--- src/design/flash_burst_pkg.sv ---
package flash_burst_pkg;

    // ------------------------------------------------------------------
    // Widths
    // ------------------------------------------------------------------
    localparam int ADDR_W = 20;
    localparam int DATA_W = 32;
    localparam int CFG_W = 16;
    localparam int BANK_BIT = ADDR_W - 1;

    // ------------------------------------------------------------------
    // Read-configuration register layout and reset value
    // ------------------------------------------------------------------
    localparam logic [CFG_W-1:0] CFG_RESET = 16'h9CC4;
    localparam int RM_BIT = 15;
    localparam int ASD_BIT = 14;
    localparam int IAD_LSB = 10;
    localparam int IAD_MSB = 13;
    localparam int DOC_BIT = 9;
    localparam int WC_BIT = 8;
    localparam int BS_BIT = 7;
    localparam int CC_BIT = 6;
    localparam int RSV_MSB = 5;
    localparam int RSV_LSB = 3;
    localparam int BL_MSB = 2;
    localparam int BL_LSB = 0;

    // ------------------------------------------------------------------
    // Burst-length codes and delay decode
    // ------------------------------------------------------------------
    localparam logic [2:0] BL_TWO = 3'h1;
    localparam logic [2:0] BL_FOUR = 3'h2;
    localparam logic [2:0] BL_EIGHT = 3'h3;
    localparam logic [3:0] DELAY_BASE = 4'h2;
    localparam logic [3:0] IAD_MAX_CODE = 4'h7;
    localparam logic [3:0] WAIT_LAST = 4'h1;

    // ------------------------------------------------------------------
    // Burst sequencer states
    // ------------------------------------------------------------------
    typedef enum logic [1:0] {
        ST_IDLE = 2'b00,
        ST_WAIT = 2'b01,
        ST_DATA = 2'b10
    } burst_state_t;

endpackage : flash_burst_pkg

--- src/design/flash_burst_read_config.sv ---
`timescale 1ns/10ps
`default_nettype none

module flash_burst_read_config
    import flash_burst_pkg::*;
(
    // Clock and reset
    input wire logic ref_clk,
    input wire logic rst_n,
    // Bus pins from the memory controller
    input wire logic address_valid_n,
    input wire logic chipEnableN,
    input wire logic outputEnableN,
    input wire logic [ADDR_W-1:0] addrIn,
    // Data and indicator pins
    output logic [DATA_W-1:0] dataOut,
    output logic dataOe,
    output logic end_of_burst_indicator_n,
    output logic indicatorOe,
    // Command decoder side
    input wire logic cfgWriteStrobe,
    input wire logic [CFG_W-1:0] cfgWriteData,
    input wire logic cfgReadCmd,
    input wire logic cfgReadBank,
    input wire logic cfgReadExit,
    input wire logic programEraseBusy,
    // Array port
    output logic [ADDR_W-1:0] arrayAddr,
    input wire logic [DATA_W-1:0] arrayData,
    // Status
    output logic [CFG_W-1:0] read_config_reg,
    output logic automaticSleepAllowed
);

    // ------------------------------------------------------------------
    // Decode helpers
    // ------------------------------------------------------------------
    function automatic logic [3:0] delayOf(input logic [3:0] code);
        if (code > IAD_MAX_CODE)
            return IAD_MAX_CODE + DELAY_BASE;
        return code + DELAY_BASE;
    endfunction : delayOf

    function automatic logic [2:0] maskOf(input logic [2:0] code);
        case (code)
            BL_TWO: return 3'h1;
            BL_FOUR: return 3'h3;
            BL_EIGHT: return 3'h7;
            default: return 3'h0;
        endcase
    endfunction : maskOf

    // Reserved and fixed bits are forced; delay codes above 7 are still stored, and delayOf clamps them to 9 clocks.
    function automatic logic [CFG_W-1:0] sanitize(input logic [CFG_W-1:0] v);
        logic [CFG_W-1:0] s;
        s = v;
        s[CC_BIT] = 1'b1;
        s[DOC_BIT] = 1'b0;
        s[BS_BIT] = 1'b1;
        s[RSV_MSB:RSV_LSB] = 3'h0;
        return s;
    endfunction : sanitize

    function automatic logic [ADDR_W-1:0] nextInBlock(input logic [ADDR_W-1:0] a, input logic [2:0] m);
        logic [2:0] inc;
        inc = a[2:0] + 3'h1;
        return {a[ADDR_W-1:3], (a[2:0] & ~m) | (inc & m)};
    endfunction : nextInBlock

    // ------------------------------------------------------------------
    // State
    // ------------------------------------------------------------------
    burst_state_t state_r;
    logic [CFG_W-1:0] cfg_r;
    logic cfgReadActive_r;
    logic cfgBank_r;
    logic advSeen_r;
    logic [3:0] waitCnt_r;
    logic [2:0] lenMask_r;
    logic [2:0] beatCnt_r;
    logic [ADDR_W-1:0] arrayAddr_r;
    logic [DATA_W-1:0] dataOut_r;
    logic indN_r;
    logic sleepOk_r;
    logic burstEnable;
    logic startBurst;
    logic loadBeat;
    logic firstBeat;
    logic [2:0] nextBeat;
    logic [2:0] indBeat;

    assign burstEnable = !cfg_r[RM_BIT] && (maskOf(cfg_r[BL_MSB:BL_LSB]) != 3'h0);
    // Register reads never start a burst, so they stay single-cycle.
    assign startBurst = !address_valid_n && !chipEnableN && !advSeen_r && burstEnable
        && !(cfgReadActive_r && addrIn[BANK_BIT] == cfgBank_r);
    assign firstBeat = (state_r == ST_WAIT) && (waitCnt_r == WAIT_LAST) && !startBurst;
    assign loadBeat = !chipEnableN && (firstBeat || ((state_r == ST_DATA) && !startBurst));
    assign nextBeat = firstBeat ? 3'h0 : ((beatCnt_r + 3'h1) & lenMask_r);
    assign indBeat = cfg_r[WC_BIT] ? (lenMask_r - 3'h1) : lenMask_r;

    // ------------------------------------------------------------------
    // Configuration register
    // ------------------------------------------------------------------
    always_ff @(posedge ref_clk or negedge rst_n)
    begin
        if (!rst_n)
            cfg_r <= CFG_RESET;
        else if (cfgWriteStrobe && !programEraseBusy)
            cfg_r <= sanitize(cfgWriteData);
    end

    // The set wins over the exit so a read command in the exit cycle is kept.
    always_ff @(posedge ref_clk or negedge rst_n)
    begin
        if (!rst_n)
        begin
            cfgReadActive_r <= 1'b0;
            cfgBank_r <= 1'b0;
        end
        else if (cfgReadCmd)
        begin
            cfgReadActive_r <= 1'b1;
            cfgBank_r <= cfgReadBank;
        end
        else if (cfgReadExit)
            cfgReadActive_r <= 1'b0;
    end

    // ------------------------------------------------------------------
    // Burst sequencer
    // ------------------------------------------------------------------
    always_ff @(posedge ref_clk or negedge rst_n)
    begin
        if (!rst_n)
            advSeen_r <= 1'b0;
        else if (address_valid_n)
            advSeen_r <= 1'b0;
        else if (startBurst)
            advSeen_r <= 1'b1;
    end

    always_ff @(posedge ref_clk or negedge rst_n)
    begin
        if (!rst_n)
            state_r <= ST_IDLE;
        else if (chipEnableN)
            state_r <= ST_IDLE;
        else if (startBurst)
            state_r <= ST_WAIT;
        else
        begin
            case (state_r)
                ST_IDLE: state_r <= ST_IDLE;
                ST_WAIT:
                begin
                    if (waitCnt_r == WAIT_LAST)
                        state_r <= ST_DATA;
                end
                ST_DATA: state_r <= ST_DATA;
                default: state_r <= ST_IDLE;
            endcase
        end
    end

    // The first word is registered one edge before the delay expires, so it is valid on that edge.
    always_ff @(posedge ref_clk or negedge rst_n)
    begin
        if (!rst_n)
        begin
            waitCnt_r <= 4'h0;
            lenMask_r <= 3'h0;
        end
        else if (startBurst)
        begin
            waitCnt_r <= delayOf(cfg_r[IAD_MSB:IAD_LSB]) - 4'h1;
            lenMask_r <= maskOf(cfg_r[BL_MSB:BL_LSB]);
        end
        else if (state_r == ST_WAIT && waitCnt_r != 4'h0)
            waitCnt_r <= waitCnt_r - 4'h1;
    end

    always_ff @(posedge ref_clk or negedge rst_n)
    begin
        if (!rst_n)
            beatCnt_r <= 3'h0;
        else if (loadBeat)
            beatCnt_r <= nextBeat;
    end

    // ------------------------------------------------------------------
    // Array addressing and data path
    // ------------------------------------------------------------------
    always_ff @(posedge ref_clk or negedge rst_n)
    begin
        if (!rst_n)
            arrayAddr_r <= '0;
        else if (startBurst)
            arrayAddr_r <= addrIn;
        else if (state_r == ST_IDLE && !address_valid_n)
            arrayAddr_r <= addrIn;
        else if (loadBeat)
            arrayAddr_r <= nextInBlock(arrayAddr_r, lenMask_r);
    end

    // Each beat replaces the last on the next edge, giving a one-clock hold.
    always_ff @(posedge ref_clk or negedge rst_n)
    begin
        if (!rst_n)
            dataOut_r <= '0;
        else if (loadBeat)
            dataOut_r <= arrayData;
        else if (state_r == ST_IDLE)
        begin
            if (cfgReadActive_r && arrayAddr_r[BANK_BIT] == cfgBank_r)
                dataOut_r <= {16'h0000, cfg_r};
            else
                dataOut_r <= arrayData;
        end
    end

    always_ff @(posedge ref_clk or negedge rst_n)
    begin
        if (!rst_n)
            indN_r <= 1'b1;
        else
            indN_r <= !(loadBeat && nextBeat == indBeat);
    end

    always_ff @(posedge ref_clk or negedge rst_n)
    begin
        if (!rst_n)
            sleepOk_r <= 1'b0;
        else
            sleepOk_r <= !cfg_r[ASD_BIT] && chipEnableN && state_r == ST_IDLE;
    end

    // ------------------------------------------------------------------
    // Outputs
    // ------------------------------------------------------------------
    // Output enable only gates the pins; the burst keeps running while the bus floats.
    assign dataOe = !chipEnableN && !outputEnableN;
    assign indicatorOe = !chipEnableN && !outputEnableN && state_r == ST_DATA;
    assign dataOut = dataOut_r;
    assign end_of_burst_indicator_n = indN_r;
    assign arrayAddr = arrayAddr_r;
    assign read_config_reg = cfg_r;
    assign automaticSleepAllowed = sleepOk_r;

    // ------------------------------------------------------------------
    // Checks
    // ------------------------------------------------------------------
    logic [4:0] sinceCap_r;
    logic [3:0] codeCap_r;

    always_ff @(posedge ref_clk or negedge rst_n)
    begin
        if (!rst_n)
        begin
            sinceCap_r <= 5'h00;
            codeCap_r <= 4'h0;
        end
        else if (startBurst)
        begin
            sinceCap_r <= 5'h00;
            codeCap_r <= cfg_r[IAD_MSB:IAD_LSB];
        end
        else if (sinceCap_r != 5'h1F)
            sinceCap_r <= sinceCap_r + 5'h01;
    end

    property p_initialDelay;
        @(posedge ref_clk) disable iff (!rst_n)
        ($rose(state_r == ST_DATA) && codeCap_r <= IAD_MAX_CODE) |-> sinceCap_r == {1'b0, codeCap_r} + 5'h01;
    endproperty
    a_initialDelay: assert property (p_initialDelay) else $error("first burst word off its delay");

    property p_asyncStaysIdle;
        @(posedge ref_clk) disable iff (!rst_n)
        (cfg_r[RM_BIT] && state_r == ST_IDLE) |=> state_r == ST_IDLE;
    endproperty
    a_asyncStaysIdle: assert property (p_asyncStaysIdle) else $error("burst began in asynchronous mode");

    property p_capture;
        @(posedge ref_clk) disable iff (!rst_n)
        (!address_valid_n && !chipEnableN && !advSeen_r && burstEnable && !cfgReadActive_r)
            |=> (state_r == ST_WAIT && arrayAddr_r == $past(addrIn));
    endproperty
    a_capture: assert property (p_capture) else $error("address not captured at burst start");

    property p_busyWrite;
        @(posedge ref_clk) disable iff (!rst_n)
        (cfgWriteStrobe && programEraseBusy) |=> cfg_r == $past(cfg_r);
    endproperty
    a_busyWrite: assert property (p_busyWrite) else $error("register changed during program or erase");

    property p_cfgRead;
        @(posedge ref_clk) disable iff (!rst_n)
        (state_r == ST_IDLE && !loadBeat && cfgReadActive_r && arrayAddr_r[BANK_BIT] == cfgBank_r)
            |=> (dataOut[31:16] == 16'h0000 && dataOut[15:0] == $past(cfg_r));
    endproperty
    a_cfgRead: assert property (p_cfgRead) else $error("register read data wrong");

    property p_oneClockBeat;
        @(posedge ref_clk) disable iff (!rst_n)
        (state_r == ST_DATA && !chipEnableN && !startBurst)
            |=> (beatCnt_r == (($past(beatCnt_r) + 3'h1) & lenMask_r)
                && arrayAddr_r[ADDR_W-1:3] == $past(arrayAddr_r[ADDR_W-1:3]));
    endproperty
    a_oneClockBeat: assert property (p_oneClockBeat) else $error("beat not advanced within its block");

    property p_indicator;
        @(posedge ref_clk) disable iff (!rst_n)
        (!end_of_burst_indicator_n)
            |-> (state_r == ST_DATA && beatCnt_r == (cfg_r[WC_BIT] ? lenMask_r - 3'h1 : lenMask_r));
    endproperty
    a_indicator: assert property (p_indicator) else $error("indicator on wrong beat");

    property p_fixedBits;
        @(posedge ref_clk) disable iff (!rst_n)
        cfg_r[CC_BIT] && !cfg_r[DOC_BIT] && cfg_r[BS_BIT];
    endproperty
    a_fixedBits: assert property (p_fixedBits) else $error("fixed configuration bit changed");

    property p_ceExit;
        @(posedge ref_clk) disable iff (!rst_n)
        chipEnableN |=> state_r == ST_IDLE ##1 (state_r != ST_DATA);
    endproperty
    a_ceExit: assert property (p_ceExit) else $error("burst survived chip disable");

    property p_sleep;
        @(posedge ref_clk) disable iff (!rst_n)
        (cfg_r[ASD_BIT] && !cfgWriteStrobe) |=> !automaticSleepAllowed;
    endproperty
    a_sleep: assert property (p_sleep) else $error("sleep allowed while disabled");

endmodule : flash_burst_read_config

`default_nettype wire

--- config.mk ---
export PLATFORM = sky130hd
export DESIGN_NAME = flash_burst_read_config
export DESIGN_NICKNAME = d
export VERILOG_FILES = /design/src/design/flash_burst_pkg.sv /design/src/design/flash_burst_read_config.sv
export SDC_FILE = /design/constraint.sdc
export NUM_CORES = 1
export LEC_CHECK = 0
export ABC_AREA = 1
export BUFFER_PORTS_ARGS = -buffer_cell sky130_fd_sc_hd__buf_4
export CAP_MARGIN = 40
export CORE_MARGIN = 3
export CORE_UTILIZATION = 45
export CTS_CLUSTER_DIAMETER = 30
export DETAILED_ROUTE_END_ITERATION = 10
export GPL_TIMING_DRIVEN = 0
export HOLD_SLACK_MARGIN = 0.1
export PLACE_DENSITY = 0.78
export SYNTH_ARGS = -nofsm -noshare
export SYNTH_HDL_FRONTEND = slang
export SYNTH_SLANG_ARGS = --single-unit
--- constraint.sdc ---
create_clock -name ref_clk -period 2 [get_ports ref_clk]
set_input_delay 0.4 -clock ref_clk [delete_from_list [all_inputs] [get_ports ref_clk]]
set_output_delay 0.4 -clock ref_clk [all_outputs]
set_load 0.01 [all_outputs]
Word level (Yosys, flattened, before mapping)
Index checks and enable logic that the tools add are counted.

Logic and storage cells: 98. Output and inout port bits: 72. Bits of input ports: 78. Bits in registers: 79.

Bitwise operators: 5. Reductions and logical operators: 39. Mux-type cells: 24. $lt $le $gt $ge: 1. Equal/unequal tests: 10. Add/subtract/negate cells: 6.

Operators by type and width (number): $mux 32 (3); $mux 20 (2); $mux 4 (5); $logic_and 1x1->1 (19); $logic_not 1->1 (10); $reduce_bool 2->1 (5); $and 3x3->3 (3); $mux 3 (3); $pmux 3 s3 (1); $sub 4x1->4 const B (2); $add 3x1->3 const B (2); $eq 3x2->1 const B (2); $mux 1 (6); $mux 2 (3); $reduce_bool 3->1 (2); $add 4x2->4 const B (1); $eq 4x1->1 const B (1); $gt 4x3->1 const B (1); $ne 4x3->1 const B (1); $pmux 2 s2 (1); $reduce_bool 4->1 (1); $eq 3x1->1 const B (1); $eq 3x3->1 (1); $not 3->3 (1); other kinds (7) (8).

Logic depth before layout (Yosys ltp)
Depth after elaboration: 13. Gate-level depth with buffers: 11. Gate-level depth less buffers: 11.

Least setup slack after synthesis
Ideal clock, no wire load.

Kind: reg2reg. From: reg state_r[0]. To: reg (tool-made name). Path buffers: 1. Setup time: 126 ps. Clock period less this slack: 1490 ps. Arrival time: 1364 ps. Setup slack: 510 ps. Stages on the path, launching flop included: 10. Cells stage by stage: dfrtp_1 -> inv_1 -> ha_1 -> inv_1 -> or2_2 -> nand2_2 -> inv_2 -> buf_4 -> o21ai_2 -> o21ai_0.

RTL lines: start, declared (RTL line flash_burst_read_config.sv:73) `burst_state_t state_r;`; start signal, assigned (RTL line flash_burst_read_config.sv:145) `state_r <= ST_IDLE;`; start signal, assigned (RTL line flash_burst_read_config.sv:147) `state_r <= ST_IDLE;`; start signal, assigned (RTL line flash_burst_read_config.sv:149) `state_r <= ST_WAIT;`.

Worst setup path after layout
From: reg state_r[0]. To: out indicatorOe.

Word-level cells in the longest chain between the ends: 2.

Ends and longest elaborated chain: $eq 2x2->1 (RTL line flash_burst_read_config.sv:242) `assign indicatorOe = !chipEnableN && !outputEnableN && state_r == ST_DATA;`; $logic_and 1x1->1 (RTL line flash_burst_read_config.sv:242); end, declared (RTL line flash_burst_read_config.sv:19) `output logic indicatorOe,`.

Every way passes these cells.

==> impl_metrics.tcl <==
set metrics [dict create \
    htreeDepth 3 \
    postSynthAreaPerCell_um2 8.141 \
    grt_pass1_vias 3456 \
    dr.pass1.iters 4 \
    die_w_um 97.62 \
    status "finished clean" \
    antenna_found_initial 0 \
    fmax_mhz 567.9 \
    slowest_stage "dfrtp_1" \
    numCtsBuffers 9 \
    synth-async-reset-ratio_pct 100.0 \
    grt_max_degree 49 \
    yosys-top-cells-count "nand2_1 (178), dfrtp_1 (73), inv_1 (50)" \
    ir_drop_uv 612.4 \
    drtIter0Drc 108 \
    synth_edf_count 0 \
    period_needed_ps 1761 \
    wl_per_cell_um 13.43 \
    whs_ps 206.6 \
    core_mm2 0.007928 \
    cts_root_buf "clkbuf_8" \
    placed_cells 708 \
    crit_chain "inv_1 > ha_1 > inv_1 > nor3_1 > buf_4" \
    synthFlopType "dfrtp_1" \
    diodes 0 \
    place_hpwl_mm 7.522 \
    ys_warn_count 0 \
    place_area_mm2 0.004976 \
    io_buffers 137 \
    finish.net_count 706 \
    grt_pass1_wl_mm 16.30 \
    setup_tns_ps 0 \
    drive_gt1_share_pct 31.14 \
    synthDominantCellAreaShare_pct 48.36 \
    required_ps 1600 \
    wl_mm 9.736 \
    seqCellArea_mm2 0.001984 \
    rows 32 \
    total_power_mw 4.905 \
    cellPowerDensity_mw_per_mm2 936.0 \
    clk_latency_ps 360 \
    clock-sinks 79 \
    via_count 3440 \
    ioPinCount 150 \
    drv_slew 0 \
    die_area_mm2 0.009530 \
    post-route-period-util_pct 88.05 \
    finClkSkew_ps 10.31 \
    drc 0 \
    gp_congestion 0.9095 \
    viasPerCell 4.745 \
    p_leak_nw 2.920 \
    multiInputGateArea_mm2 0.001469 \
    gr-total-overflow 0 \
    stdcell_area_mm2 0.005240 \
    setup-violations-final 0 \
    critPathLaunchType "flop" \
    grt_usage_pct 21.10 \
    tritoncts "yes" \
    setup_ws_ps 239.0 \
    slowest_delay_ps 380 \
    cts.clk_slew.worst_paths_ps 80 \
    end_kind "output port" \
    largest_register_ff_count 32 \
    cp.arrival_ps 1360 \
    netlist_area_mm2 0.003777 \
    area_delta_synth_final_pct 38.72 \
    nFillCells 663 \
    ys_types 31 \
    worst_hold_path_type "in -> reg" \
    synth-seq-cells 79 \
    synthCells 464 \
    yosysMostFrequentCell "nand2_1" \
    synth.area.top_cells "dfrtp_1 (48%), nand2_1 (18%), inv_1 (5.0%)" \
    clockBufferDepth 2 \
    worst-path-max-fanout 3 \
    cts_resized 0 \
    place_ws_ps 275.2 \
    path_class "reg -> out" \
    synth_area_leader_cell "dfrtp_1" \
    ys_seq_area_share_pct 52.53 \
    max-cap-violations 0 \
    final_util_pct 66.10 \
    die_y_um 97.62 \
    ant_nets 0 \
    fin_cells 725 \
    hold_viol 0 \
    rsz0062_at_grt "no" \
    crit_path_frequent_cell "inv_1" \
    start_util_pct 47.65 \
]
[critical path: cells and delay by family, from the launching register on]
| family | cells | cell delay (ps) |
|---|---|---|
| adder cells (fa/ha/maj) | 1 | 160 |
| flip-flops | 1 | 380 |
| AND/OR/NAND/NOR | 1 | 130 |
| buffers and inverters | 3 | 330 |
[final timing paths]
kind	from	depth (start not counted)	slack [ps]	endpoint
worst max-delay path	state_r[0]$_DFFE_PN0P_	5	240	indicatorOe
worst min-delay path	address_valid_n	2	210	advSeen_r$_DFFE_PN0P_
worst max register to register	state_r[1]$_DFFE_PN0P_	9	260	dataOut[11]$_DFFE_PN0P_
worst min register to register	dataOut[24]$_DFFE_PN0P_	2	480	dataOut[24]$_DFFE_PN0P_
max in group asynchronous	rst_n	3	850	read_config_reg[15]$_DFFE_PN1P_
min in group asynchronous	rst_n	2	520	arrayAddr[16]$_DFFE_PN0P_
[repair_timing]
item / 4_1_cts / 5_1_grt
endpoints found under the hold margin: 30 / 0
hold buffers: 1 / 0
setup buffers: 0 / 0
[kinds of logic (layout without fill, tap and decap cells)]
group                    count (synthesis)  in the layout  share of synthesized area, %
AND/OR/NAND/NOR                        243            243                         26.37
AO/OA/AOI/OAI                           48             48                         7.221
flip-flops                              79             79                         52.53
XOR/XNOR                                 6              6                         1.391
other                                    2              6                        0.1988
buffers and inverters                   76            231                         8.976
adder cells (fa/ha/maj)                 10             10                         3.312
[cells in the final DEF (no fill, tap or decap), types with 2 or more instances in the layout]
master and n:
inv_2 4, xor2_1 4, o21ai_2 4, ha_1 10, o221ai_1 2, a21oi_1 19
nand2_1 178, o22ai_1 2, nand2_2 2, xnor2_1 2, clkbuf_1 3, bufinv_16 3
clkinv_4 2, nor3_1 2, inv_1 50, dfrtp_1 73, dfstp_2 6, clkbuf_8 10
o31ai_1 2, nor2_1 23, buf_4 149, nand3_1 31, buf_2 7, o21ai_0 17
conb_1 6
[power by group]
part | internal (mW) | leakage, nW | switching, mW | total [mW]
Sequential | 1.87 | 0.948 | 0.187 | 2.05
Clock | 0.871 | 0.127 | 0.595 | 1.47
Combinational | 0.635 | 1.84 | 0.749 | 1.38
Total | 3.37 | 2.92 | 1.53 | 4.90
[metal layers]
layer / track usage [%] / part of all wire, %
met2: 35.69 / 50
met3: 4.164 / 6.2
met4: 9.478 / 2.3
met1: 26.03 / 42
met5: 0 / 0
[final cells by class]
class	count	area share (%)
Clock buffer	10	2.627
Tap cell	102	2.436
Sequential cell	79	37.87
Timing Repair Buffer	139	20.34
Clock inverter	6	2.221
Inverter	54	3.868
Multi-Input combinational cell	313	28.03
Buffer	22	2.603
Note: power is estimated with default switching activity, not from simulation.
